==> src/rtl/mso_pkg.sv <==
// Purpose: shared constants and types for the modem bit-serial output block
// Assumes: one system clock, synchronous active-low reset, 8-bit cpu i/o map
// Notes:   state structs and their reset values live here for both modules
//
// How it works
// - empty flag with irq enable drives irq level
// - serial mode: host ends transfer, no indication
// - control bit 6 irq enable, bit 0 start
// - data bit 7 empty flag, bit 0 input
// - only written lsb becomes the next bit
// - shift move sets flag, data write clears
// - pending bit follows without gap when enabled
// - idle end: pin released or level held
package mso_pkg;

    // ==================================================================
    // register map
    // ==================================================================
    localparam logic [7:0] MSO_CTRL_ADDR  = 8'h2a; // modem_output_control
    localparam logic [7:0] MSO_DATA_ADDR  = 8'h2b; // modem_output_data
    localparam logic [7:0] MSO_CTRL_RESET = 8'h00; // control after reset
    localparam logic [7:0] MSO_CTRL_WMASK = 8'h7f; // bit 7 reads zero
    localparam int         MSO_IRQEN_BIT  = 6;     // empty_irq_enable
    localparam int         MSO_START_BIT  = 0;     // output start
    localparam int         MSO_EMPTY_BIT  = 7;     // data_empty_flag
    localparam int         MSO_WBIT       = 0;     // bit_write_stage

    // ==================================================================
    // bit period timing
    // ==================================================================
    localparam logic [7:0] MSO_BAUD_MATCH  = 8'h03; // baud counter top
    localparam logic [7:0] MSO_CYCLE_MATCH = 8'h01; // cycle counter top

    // ==================================================================
    // carriers
    // ==================================================================
    // control register layout, msb first
    typedef struct packed {
        logic       reserved;          // bit 7, reads zero
        logic       empty_irq_enable;  // bit 6
        logic       serial_data_use;   // bit 5
        logic       hold_level_enable; // bit 4
        logic [2:0] rate_sel;          // bits 3..1, stored only
        logic       start;             // bit 0
    } mso_ctrl_s;

    // cpu i/o request
    typedef struct packed {
        logic [7:0] addr;  // i/o address
        logic       wr;    // write strobe, one cycle
        logic       rd;    // read strobe, one cycle
        logic [7:0] wdata; // write data
    } mso_io_req_s;

    // output pin as level plus enable
    typedef struct packed {
        logic level; // driven level
        logic oe;    // high while driving
    } mso_pin_s;

    typedef enum logic { MSO_IDLE, MSO_SEND } mso_phase_e;

    // core state
    typedef struct packed {
        mso_ctrl_s  ctrl;        // control register
        logic       write_stage; // bit_write_stage
        logic       write_full;  // untransferred bit present
        logic       shift_stage; // bit_shift_stage
        mso_phase_e phase;       // sending or idle
        logic [7:0] baud_cnt;    // inner counter
        logic [7:0] cyc_cnt;     // outer counter
        mso_pin_s   pin;         // modem_out_pin drive
        logic       shift_req;   // next-bit request to serial unit
        logic [7:0] rdata;       // read data
    } mso_core_s;

    localparam mso_core_s MSO_CORE_RESET = '0;

    // two-entry buffer state
    typedef struct packed {
        logic [1:0] mem;   // entries
        logic       rd_ptr; // oldest entry
        logic       wr_ptr; // next free entry
        logic [1:0] count;  // 0..2
    } mso_buf_s;

    localparam mso_buf_s   MSO_BUF_RESET = '0;
    localparam logic [1:0] MSO_BUF_DEPTH = 2'h2;

endpackage

==> src/rtl/mso_modem_out.sv <==
// Purpose: modem signal output, one bit per period on the modem pin
// Assumes: cpu i/o strobes and serial unit on the system clock
// Notes:   serial bits pass a two-entry buffer before the write stage
module mso_modem_out (
    input  wire logic                clock,
    input  wire logic                rstn,
    input  wire mso_pkg::mso_io_req_s io_req,
    output logic [7:0]               io_rdata,
    input  wire logic                ser_valid,
    input  wire logic                ser_data,
    output logic                     ser_ready,
    output logic                     ser_shift_req,
    output logic                     modem_irq_line,
    output logic                     modem_out_pin,
    output logic                     modem_out_oe
);
    import mso_pkg::*;

    mso_core_s s;          // registered state
    mso_core_s next_s;     // next state
    logic      wr_ctrl;    // write to control register
    logic      wr_data;    // write to data register
    logic      run;        // output start set
    logic      period_end; // both counters at match
    logic      move;       // write stage to shift stage
    logic      buf_valid;  // buffered serial bit present
    logic      buf_data;   // buffered serial bit
    logic      buf_ready;  // write stage can take a serial bit
    mso_ctrl_s wctrl;      // control value being written

    // ==================================================================
    // serial input buffer
    // ==================================================================
    mso_buf2 u_buf (
        .clock     (clock),
        .rstn      (rstn),
        .in_valid  (ser_valid),
        .in_data   (ser_data),
        .in_ready  (ser_ready),
        .out_valid (buf_valid),
        .out_data  (buf_data),
        .out_ready (buf_ready)
    );

    // ==================================================================
    // decode and timing terms
    // ==================================================================
    assign wr_ctrl = io_req.wr && (io_req.addr == MSO_CTRL_ADDR);
    assign wr_data = io_req.wr && (io_req.addr == MSO_DATA_ADDR);
    assign wctrl   = mso_ctrl_s'(io_req.wdata & MSO_CTRL_WMASK);
    assign run     = s.ctrl.start;
    // period ends when inner and outer counters both match
    assign period_end = (s.phase == MSO_SEND)
                     && (s.baud_cnt == MSO_BAUD_MATCH)
                     && (s.cyc_cnt == MSO_CYCLE_MATCH);
    // pending bit moves at start or at period end, no gap
    assign move = run && s.write_full
               && ((s.phase == MSO_IDLE) || period_end);
    // serial bits load in serial mode while started, once the write stage frees up
    assign buf_ready = run && s.ctrl.serial_data_use
                    && (!s.write_full || move);

    // ==================================================================
    // outputs
    // ==================================================================
    // level request while enabled and no bit pending
    assign modem_irq_line = s.ctrl.empty_irq_enable && !s.write_full;
    assign modem_out_pin  = s.pin.level;
    assign modem_out_oe   = s.pin.oe;
    assign ser_shift_req  = s.shift_req;
    assign io_rdata       = s.rdata;

    // ==================================================================
    // next state
    // ==================================================================
    always_comb begin
        next_s           = s;
        next_s.shift_req = 1'b0;

        // control write, bit 7 kept zero
        if (wr_ctrl) begin
            next_s.ctrl = wctrl;
            // first bit request when serial output starts
            if (wctrl.start && !s.ctrl.start && wctrl.serial_data_use) begin
                next_s.shift_req = 1'b1;
            end
        end

        // nested counters during a bit period
        if (s.phase == MSO_SEND) begin
            if (s.baud_cnt == MSO_BAUD_MATCH) begin
                next_s.baud_cnt = 8'h00;
                if (s.cyc_cnt == MSO_CYCLE_MATCH) begin
                    next_s.cyc_cnt = 8'h00;
                end else begin
                    next_s.cyc_cnt = s.cyc_cnt + 8'h01;
                end
            end else begin
                next_s.baud_cnt = s.baud_cnt + 8'h01;
            end
        end

        case (s.phase)
            MSO_IDLE: begin
                // not sending: counters cleared to zero, pin as left
                next_s.baud_cnt = 8'h00;
                next_s.cyc_cnt  = 8'h00;
            end
            MSO_SEND: begin
                // stop on idle period end or start cleared
                if ((period_end && !move) || !run) begin
                    next_s.phase  = MSO_IDLE;
                    next_s.pin.oe = s.ctrl.hold_level_enable;
                end
            end
            default: begin
                next_s.phase = MSO_IDLE;
            end
        endcase

        // shift move sets the empty flag
        if (move) begin
            next_s.shift_stage = s.write_stage;
            next_s.write_full  = 1'b0;
            next_s.phase       = MSO_SEND;
            next_s.baud_cnt    = 8'h00;
            next_s.cyc_cnt     = 8'h00;
            next_s.pin.level   = s.write_stage;
            next_s.pin.oe      = 1'b1;
            next_s.shift_req   = s.ctrl.serial_data_use;
        end

        // software write lands last, so it clears the flag
        if (wr_data && !s.ctrl.serial_data_use) begin
            // only the lsb is kept for sending
            next_s.write_stage = io_req.wdata[MSO_WBIT];
            next_s.write_full  = 1'b1;
        end else if (buf_valid && buf_ready) begin
            next_s.write_stage = buf_data;
            next_s.write_full  = 1'b1;
        end

        // read data, captured on the strobe
        if (io_req.rd) begin
            if (io_req.addr == MSO_CTRL_ADDR) begin
                next_s.rdata = s.ctrl;
            end else if (io_req.addr == MSO_DATA_ADDR) begin
                next_s.rdata                = 8'h00;
                next_s.rdata[MSO_EMPTY_BIT] = !s.write_full;
                next_s.rdata[MSO_WBIT]      = s.write_stage;
            end else begin
                next_s.rdata = 8'h00;
            end
        end
    end

    // state register
    always_ff @(posedge clock) begin
        if (!rstn) begin
            s <= MSO_CORE_RESET;
        end else begin
            s <= next_s;
        end
    end
endmodule

==> src/rtl/mso_buf2.sv <==
// Purpose: two-entry bit buffer with valid/ready on both sides
// Assumes: same clock on both sides
// Notes:   in_ready drops only when both entries are held
module mso_buf2 (
    input  wire logic clock,
    input  wire logic rstn,
    input  wire logic in_valid,
    input  wire logic in_data,
    output logic      in_ready,
    output logic      out_valid,
    output logic      out_data,
    input  wire logic out_ready
);
    import mso_pkg::*;

    mso_buf_s s;      // registered state
    mso_buf_s next_s; // next state
    logic     push;   // entry taken
    logic     pop;    // entry given

    // ==================================================================
    // handshakes
    // ==================================================================
    assign in_ready  = (s.count != MSO_BUF_DEPTH);
    assign out_valid = (s.count != 2'h0);
    assign out_data  = s.mem[s.rd_ptr];
    assign push      = in_valid && in_ready;
    assign pop       = out_valid && out_ready;

    // next state
    always_comb begin
        next_s = s;
        if (push) begin
            next_s.mem[s.wr_ptr] = in_data;
            next_s.wr_ptr        = ~s.wr_ptr;
        end
        if (pop) begin
            next_s.rd_ptr = ~s.rd_ptr;
        end
        // count moves only when one side acts alone
        if (push && !pop) begin
            next_s.count = s.count + 2'h1;
        end else if (pop && !push) begin
            next_s.count = s.count - 2'h1;
        end
    end

    // state register
    always_ff @(posedge clock) begin
        if (!rstn) begin
            s <= MSO_BUF_RESET;
        end else begin
            s <= next_s;
        end
    end

endmodule

==> config.mk <==
export PLATFORM = sky130hd
export DESIGN_NAME = mso_modem_out
export DESIGN_NICKNAME = d
export VERILOG_FILES = /design/src/rtl/mso_pkg.sv /design/src/rtl/mso_modem_out.sv /design/src/rtl/mso_buf2.sv
export SDC_FILE = /design/constraint.sdc
export NUM_CORES = 1
export LEC_CHECK = 0
export BUFFER_PORTS_ARGS = -buffer_cell sky130_fd_sc_hd__buf_2
export CORE_ASPECT_RATIO = 0.8
export CORE_MARGIN = 5
export CORE_UTILIZATION = 40
export CTS_BUF_LIST = sky130_fd_sc_hd__clkbuf_2 sky130_fd_sc_hd__clkbuf_4 sky130_fd_sc_hd__clkbuf_8
export DETAILED_ROUTE_END_ITERATION = 6
export MAX_ROUTING_LAYER = met4
export PLACE_DENSITY_LB_ADDON = 0.25
export SETUP_SLACK_MARGIN = 0.15
export SKIP_CTS_REPAIR_TIMING = 1
export SLEW_MARGIN = 25
export SYNTH_ARGS = -nofsm -noshare
export SYNTH_HDL_FRONTEND = slang
export SYNTH_SLANG_ARGS = --single-unit
==> constraint.sdc <==
create_clock -name clock -period 2.7 [get_ports clock]
set_input_delay 0 -clock clock [delete_from_list [all_inputs] [get_ports clock]]
set_output_delay 0 -clock clock [all_outputs]
set_load 0.03 [all_outputs]
After elaboration in Yosys (flattened, before gate mapping)

Index checks and enable logic that the tools add are counted.

Logic and storage cells: 92
Bits in read-only memories: 0
RAM bits: 0
Input port bits: 22
Memories: 0
Output and inout bits: 13
Bits in registers: 43
Bits in latches: 0

$mul: 0
$lt $le $gt $ge: 3
Mux-type cells: 22
Bitwise gates (word level): 4
$add $sub $neg: 4
Reductions and logical operators: 36
Div/mod/pow operators: 0
Shifts and indexed selects: 0
Equality and inequality tests: 5

Operator list:

| kind                                                                 | number |
|---|---|
| 8-bit two-way mux                                                    | 5 |
| 22-bit two-way mux                                                   | 1 |
| 1-bit logical AND                                                    | 18 |
| 8-bit by 1-bit adder with 8-bit output, second input constant        | 2 |
| 8-bit by 6-bit == test with 1-bit output, second input constant      | 2 |
| 16-bit two-way mux                                                   | 1 |
| 2-bit nonzero test                                                   | 5 |
| 1-bit two-way mux                                                    | 9 |
| 8-bit by 1-bit == test with 1-bit output, second input constant      | 1 |
| 8-bit by 2-bit == test with 1-bit output, second input constant      | 1 |
| 2-bit two-way mux                                                    | 4 |
| 1-bit zero test                                                      | 6 |
| 1-bit by 2-bit < comparator with 1-bit output, second input constant | 2 |
| 1-bit inverter                                                       | 4 |
| 4-bit OR reduction                                                   | 1 |
| 1-bit logical OR                                                     | 3 |
| 3-bit nonzero test                                                   | 1 |
| 3-bit OR reduction                                                   | 1 |
| 2-bit by 1-bit adder with 2-bit output, second input constant        | 1 |
| 2-bit bitwise mux                                                    | 1 |
| 2-bit inequality test, second input constant                         | 1 |
| 2-bit AND reduction                                                  | 1 |
| 2-bit by 1-bit subtractor with 2-bit output, second input constant   | 1 |
| 1-bit demux with 1-bit select                                        | 1 |
| 1-bit greater-or-equal comparator, second input constant             | 1 |

Depth between registers and ports, before layout

Gate-level depths: netlist (run 1).

Word-level depth: 13
Mapped depth: 10
Mapped depth without buffers: 10

By module

From an unflattened synthesis (run 1), not the netlist that was laid out.

Cells, all modules: 225
Area total of the unflattened synthesis: 1998.2 um2

By module, submodules not included:

| module        | area an instance (um2) | sequential area each (um2) | times used | cells an instance |
|---|---|---|---|---|
| mso_modem_out | 1711.6                 | 740.7                      | 1          | 193 |
| mso_buf2      | 286.5                  | 120.1                      | 1          | 32 |

Worst setup path before layout (run 1)

OpenSTA, ideal clock, no wires.

Path kind: reg-to-reg
Start: reg s[19] in the netlist's numbering
End: reg u_buf.s[1] in the netlist's numbering
Period minus slack after synthesis: 2.202 ns
Data required time: 2.624 ns
Arrival time: 2.127 ns
Path buffers: 0
Setup slack: 0.498 ns
Library setup time: 0.076 ns
Stages on the path, launching flop included: 9
Cells stage by stage: dfxtp_1 ha_1 nor4b_4 nand4_2 a31oi_4 inv_1 ha_1 or3_1 a21boi_0

Longest elaborated chain between the ends: 11
Elaborated cells on any way between the ends: 13
Those cells by class: eq/ne: 1; mux: 1; reduce/logical: 11

Ends and longest elaborated chain:

| item                                                           | line                 | RTL |
|---|---|---|
| from (decl)                                                    | mso_modem_out.sv:19  | `mso_core_s s;` |
| from (signal assigned)                                         | mso_modem_out.sv:162 | `s <= next_s;` |
| 8-bit by 2-bit == test with 1-bit output (*)                   | mso_modem_out.sv:54  | `&& (s.baud_cnt == MSO_BAUD_MATCH)` |
| 1-bit logical AND (*)                                          | mso_modem_out.sv:54  |  |
| 1-bit logical AND (*)                                          | mso_modem_out.sv:55  | `&& (s.cyc_cnt == MSO_CYCLE_MATCH);` |
| 1-bit logical OR (*)                                           | mso_modem_out.sv:58  | `&& ((s.phase == MSO_IDLE) \|\| period_end);` |
| 1-bit logical AND (*)                                          | mso_modem_out.sv:58  |  |
| 1-bit logical OR (*)                                           | mso_modem_out.sv:61  | `&& (!s.write_full \|\| move);` |
| 1-bit logical AND (*)                                          | mso_modem_out.sv:61  |  |
| 1-bit logical AND (*)                                          | mso_buf2.sv:28       | `assign pop = out_valid && out_ready;` |
| 1-bit zero test                                                | mso_buf2.sv:41       | `if (push && !pop) begin` |
| 1-bit logical AND                                              | mso_buf2.sv:41       |  |
| 2-bit two-way mux / 2-bit nonzero test (equally long branches) | -                    |  |
| to (signal assigned)                                           | mso_buf2.sv:53       | `s <= next_s;` |
| to (decl)                                                      | mso_buf2.sv:16       | `mso_buf_s s;` |

Every way passes the cells marked *; elsewhere a longest branch is shown, timed or not.
A chain may end at the register's enable or synchronous reset.

Worst setup path in the final report (run 1)

Ends and elaborated chain as after synthesis.

==> results.toml, run 1 <==
[sta]
timing.hold.ws_ps = -5.07
rsz0062_at_grt = "false"
tightestPinTransition_ps = 501
relSlewSlack_pct = 66.6
setup_tns_ps = 0
finalHoldViolations = 1
period_minus_slack_ps = 2350
layout_setup_ws_ps = 351
clock.fmax_ghz = 0.426
period_share_pct = 87.0
clock-skew-final_ps = 10.2
slew_viol_final = 0
setup_viol = 0

[pwr]
power.internal_uw = 864
p_switching_uw = 260
p_comb_share_pct = 7.2
p_leak_uw = 0.000880
peakVddDrop_mv = 0.309
power_frac_seq_pct = 58.2
pwr-share-clk_pct = 34.6
swShare_pct = 23.1
p_total_uw = 1120
power_density_nw_per_um2 = 480

[global_route]
grt_pass1_vias = 1335
antenna_found_initial = 0
use_met1_pct = 16.6
grtUsageTotal_pct = 11.9
busiest_layer = "met1"
overflow = 0
use_met2_pct = 16.1
grt_use_met3_pct = 3.68
grt_start_max_net_pins = 33
grt_pass1_wl_um = 6270

[logic_synthesis]
synth_top_area_share_pct = 42.3
yosysWarnings = 0
syn_inst = 221
yosysTopAreaCell = "dfxtp_1"
synth_cell_types = 43
syn_nets = 247
syn_area_sq_um = 2040
synth_area_leaders = "dfxtp_1 (42%), nor2b_1 (7.1%), mux2i_1 (4.9%), xor2_1 (3.9%), nor2_1 (3.5%)"
synth_seq_area_share_pct = 42.3
synth_edf_count = 0
synthFlopType = "dfxtp_1"
ys_seq_elements = 43
syn_area_per_cell_sq_um = 9.21
async_flop_share_pct = 0

[cts]
h-tree-depth = 2
cts_buffers = 5
cts_tree = "yes"
cts_buffer_depth = 2
clkSlewWorstSetupHoldPaths_ps = 80
cts_sinks = 43
clockRootBuffer = "clkbuf_8"
clkLatencyLatePin_ps = 290

[worst_setup_path]
cp_max_fo = 6
cp-end-kind = "flop"
worstPathArrival_ps = 2560
required_ps = 2910
cp-start-kind = "flop"
worstSetupPathType = "reg2reg"

[cells_and_area]
fill_cells = 492
mostFrequentLayoutCells = "dfxtp_1 (43), buf_2 (33), nor2b_1 (23)"
layout.nets = 279
n_antenna_cell = 0
layout_commonest_cell = "dfxtp_1"
drive_gt1_share_pct = 21.7
area_growth_syn_to_layout_pct = 15.1
utilization_pct = 47.0
instances_no_fill = 315

[routing]
drt_iter0_markers = 74
vias_per_cell = 4.74
drt-total-wl_um = 3710
drtPass1Iterations = 4
wire_per_inst_um = 11.8
antenna_left = 0
drc_errors = 0
vias = 1492

[placement]
portBuffers = 33
hpwlAfterDp_um = 2670
place_congestion = 0.768
dp.cells = 302
preCtsSetupSlack_ps = 308

[die]
design.core.area_sq_um = 4980
die-area_sq_um = 6620
io-pin-count = 35
chipHeight_um = 73.8
die_w_um = 89.8
num_rows = 23
start_util_pct = 40.9

[run_status]
violations = "negative hold slack"
status = "finished with violations"

[flow_run]
drv_cap = 0

[worst_hold_path]
hold_path_class = "in2reg"
state kept, by name (all words and copies together), names as in the netlist:
signal	count
io_rdata	8
u_buf.s	6
ser_shift_req	1
modem_out_pin	1
modem_out_oe	1
run	1
s	25
kinds of logic (layout without fill, tap and decap cells):
| group | after synthesis | count (layout) | synth area share [%] |
|---|---|---|---|
| compound gates | 32 | 32 | 10.0 |
| fa+ha+maj | 4 | 4 | 2.46 |
| simple gates | 95 | 95 | 27.7 |
| flops | 43 | 43 | 42.3 |
| mux | 10 | 10 | 4.92 |
| xor+xnor | 16 | 16 | 6.88 |
| buf+inv | 21 | 53 | 5.72 |
path summary, 6_finish.rpt:
| path | start | to | slack, ps | cells past startpoint |
|---|---|---|---|---|
| worst max-delay path | s[19]$_SDFF_PP0_ | u_buf.s[1]$_SDFFE_PN0P_ | 350 | 8 |
| worst min-delay path | io_req[5] | s[36]$_SDFFE_PN0P_ | -5 | 3 |
| worst max register to register | s[19]$_SDFF_PP0_ | u_buf.s[1]$_SDFFE_PN0P_ | 350 | 8 |
| worst min register to register | modem_out_pin$_SDFFE_PN0P_ | modem_out_pin$_SDFFE_PN0P_ | 460 | 2 |
worst max-delay path, stage by stage, from the launching register on:
cell and delay (ps):
dfxtp_1 380, ha_2 240, nor4b_4 290, nand4_4 200, a31oi_4 280, inv_1 70, ha_1 320, or3_1 340
a21boi_0 150
cell type report:
class	instances	area (sq um)	area share, %
clock buffer	5	68.8	2.94
timing repair buffer	39	225	9.62
inverter	7	26.3	1.12
multi-input combinational	157	1070	45.7
tap	62	77.6	3.31
clock inverter	2	13.8	0.588
sequential	43	861	36.8
synthesized netlist by cell type (2+ instances only):
cell type  number
dfxtp_1        43
nor2b_1        23
nor2_1         19
nand2_1        14
a21oi_1        12
mux2i_1        10
xor2_1          9
buf_4           8
inv_1           7
nand3_1         7
o21ai_0         7
xnor2_1         7
and2_1          5
clkbuf_1        5
ha_1            4
nand2b_1        4
nand4b_1        3
o21a_1          3
a21boi_0        2
and3_2          2
nand4_1         2
o22ai_1         2
or2_2           2
or3_1           2
routing by layer:
metal	routed length, um	part of all wire [%]	vias up
met2	1470	39	19
met5	0	0	-
met1	2110	57	664
met3	108	2.9	4
met4	31	0.83	0
li1	-	-	805
stage by stage:
step | hold WS (ps) | area, sq um
6_report | -5.07 | 2340
5_1_grt | 10.6 | 2340
4_1_cts | -38.1 | 2270
3_5_place_dp | 268 | 2190
3_3_place_gp | 267 | 2190
2_1_floorplan | 145 | 2040
power groups by stage:
| stage | Combinational [uW] | Clock [uW] | Sequential [uW] |
|---|---|---|---|
| global route | 90.9 | 435 | 655 |
| global placement | 74.3 | 0 | 669 |
| CTS | 75.4 | 407 | 654 |
| finish | 80.9 | 389 | 654 |
| floorplan | 50.0 | 0 | 666 |
| detailed placement | 74.7 | 0 | 669 |
(Power assumes the default switching activity.)
==> inputs of run 2 (changes only) <==
- CORE_MARGIN: 5 -> 8
- SYNTH_HIERARCHICAL: unset -> 1
==> results.toml, run 2 <==
[logic_synthesis]
syn_inst = 225
synth_xor_area_share_pct = 6.14
synth_top_area_share_pct = 43.1
syn_nets = 251
synth_top_family_by_area = "simple AND/OR/NAND/NOR gates"
synthAdderAreaFrac_pct = 2.50
syn_area_sq_um = 2000
synth_most_common_cell = "dfxtp_1"
syn_area_per_cell_sq_um = 8.88
synth.area.mux_share_pct = 5.07
yosysTopAreaCell = "dfxtp_1"
synth_compound_area_share_pct = 9.58
synth_area_leaders = "dfxtp_1 (43%), nor2_1 (6.0%), mux2i_1 (4.5%), xor2_1 (4.4%), a21oi_1 (4.0%)"
synthFlopType = "dfxtp_1"
async_flop_share_pct = 0
synth_seq_area_share_pct = 43.1
ys_top_cells_by_count = "dfxtp_1 (43), nor2_1 (32), a21oi_1 (16)"
yosysWarnings = 6
synth_edf_count = 0
synth-simple-area-share_pct = 28.0
synth_cell_types = 40
ys_seq_elements = 43

[worst_setup_path]
rrSetupSlack_ps = 390
crit_start = "s[11]$_SDFFE_PP0N_"
crit_path_max_incr_delay_ps = 400
required_ps = 2930
cp-start-kind = "flop"
cp_num_buf_inv = 0
cp_max_fo = 4
worstReg2RegStart = "s[11]$_SDFFE_PP0N_"
cp-end-kind = "flop"
path_cells = "ha_1 > nor4b_4 > a41oi_2 > nor2_1 > o21ai_0 > ha_1 > or3_1 > a21oi_1"
cp_common_cell = "ha_1"
worstSetupPathType = "reg2reg"
crit_family = "simple AND/OR/NAND/NOR gates"
cp_slowest_cell = "dfxtp_1"
worstPathArrival_ps = 2550

[sta]
period_share_pct = 85.7
period_minus_slack_ps = 2310
timing.hold.ws_ps = -11.9
rsz0062_at_grt = "false"
clock-skew-final_ps = 4.76
setup_tns_ps = 0
relSlewSlack_pct = 52.1
tightestPinTransition_ps = 713
clock.fmax_ghz = 0.432
setup_viol = 0
slew_viol_final = 0
finalHoldViolations = 1

[global_route]
grt_pass1_vias = 1500
antenna_found_initial = 0
grtUsageTotal_pct = 11.9
grt_start_max_net_pins = 22
grt_pass1_wl_um = 6980
overflow = 0

[routing]
vias_per_cell = 5.06
drt_iter0_markers = 49
antenna_left = 0
vias = 1655
drt-total-wl_um = 4210
drtPass1Iterations = 4
wire_per_inst_um = 12.9
drc_errors = 0

[cts]
cts_buffers = 5
cts_tree = "yes"
clkSlewWorstSetupHoldPaths_ps = 80
cts_buffer_depth = 2
clkLatencyLatePin_ps = 300
clockRootBuffer = "clkbuf_8"
cts_sinks = 43
h-tree-depth = 2

[die]
die-area_sq_um = 7530
start_util_pct = 40.6
chipHeight_um = 79.2
num_rows = 23
design.core.area_sq_um = 4920
io-pin-count = 35
die_w_um = 95.0

[run_status]
status = "finished with violations"
violations = "negative hold slack"

[cells_and_area]
mostFrequentLayoutCells = "dfxtp_1 (43), buf_2 (33), nor2_1 (32)"
n_antenna_cell = 0
largest_register = "s"
design_area_sq_um = 2400
instances_no_fill = 327
fill_cells = 508
layout.nets = 290
area_growth_syn_to_layout_pct = 20.0
largest_reg_flops = 25
layout_commonest_cell = "dfxtp_1"
drive_gt1_share_pct = 21.5

[placement]
hpwlAfterDp_um = 3090
portBuffers = 33
place_congestion = 0.776
dp.cells = 312
placed_area_sq_um = 2190

[worst_hold_path]
hold_start = "io_req[0]"
hold_path_class = "in2reg"

[pwr]
p_comb_share_pct = 6.8
power_density_nw_per_um2 = 524
power_frac_seq_pct = 51.9
peakVddDrop_mv = 0.317
pwr-share-clk_pct = 41.3
p_leak_uw = 0.000903
p_switching_uw = 271
power.internal_uw = 984
swShare_pct = 21.6

[flow_run]
drv_cap = 0
## run 2: final cells by class
type                            instances  area, sq um  share of cell area, %
Multi-Input combinational cell        160         1040                   43.5
Tap cell                               62         77.6                   3.23
Clock buffer                            6         82.6                   3.44
Inverter                               11         41.3                   1.72
Clock inverter                          2         35.0                   1.46
Timing Repair Buffer                   43          258                   10.7
Sequential cell                        43          861                   35.9
## run 2: layer usage
layer,vias to the layer above,GRT usage (%),part of all wire (%)
met5,-,-,0
met4,0,4.67,1.7
met3,8,3.77,5.7
met2,26,16.4,43
met1,768,15.7,50
li1,853,-,-
## run 2: worst register-to-register path, cell delays in order, from the launching register on
cell and delay (ps):
dfxtp_1 400, ha_1 170, nor4b_4 300, a41oi_2 200, nor2_1 140, o21ai_0 170
ha_1 370, or3_1 370, a21oi_1 140
## run 2: metrics by stage
stage | util, % | hold slack [ps] | power [uW] | setup WS (ps)
detailed placement | 44.5 | 245 | 744 | 328
global route | 48.7 | 4.21 | 1310 | 158
CTS | 46.9 | -68.7 | 1260 | 292
floorplan | - | 142 | 715 | 485
finish | 48.7 | -11.9 | 1260 | 385
global placement | 44.5 | 238 | 743 | 394
## run 2: final timing paths
check / endpoint / depth (start not counted)
setup / recovery: u_buf/s[1]$_SDFFE_PN0P_ / 8
hold reg to reg: u_buf/s[5]$_SDFFE_PN0P_ / 2
hold / removal: run$_SDFFE_PN0P_ / 3
setup reg to reg: u_buf/s[1]$_SDFFE_PN0P_ / 8
## run 2: power groups by stage
stage | sequential (uW) | clock, uW | combinational (uW)
6_report | 652 | 519 | 85.2
5_1_grt | 653 | 565 | 94.9
4_1_cts | 652 | 534 | 78.3
3_5_place_dp | 667 | 0 | 77.5
3_3_place_gp | 667 | 0 | 76.3
2_1_floorplan | 665 | 0 | 50.4
## run 2: logic make-up after synthesis
logic type / count (synthesis)
adder cells (fa/ha/maj): 4
multiplexers: 10
buffers and inverters: 22
XOR/XNOR: 14
AND/OR/NAND/NOR: 98
AO/OA/AOI/OAI: 34
flip-flops: 43
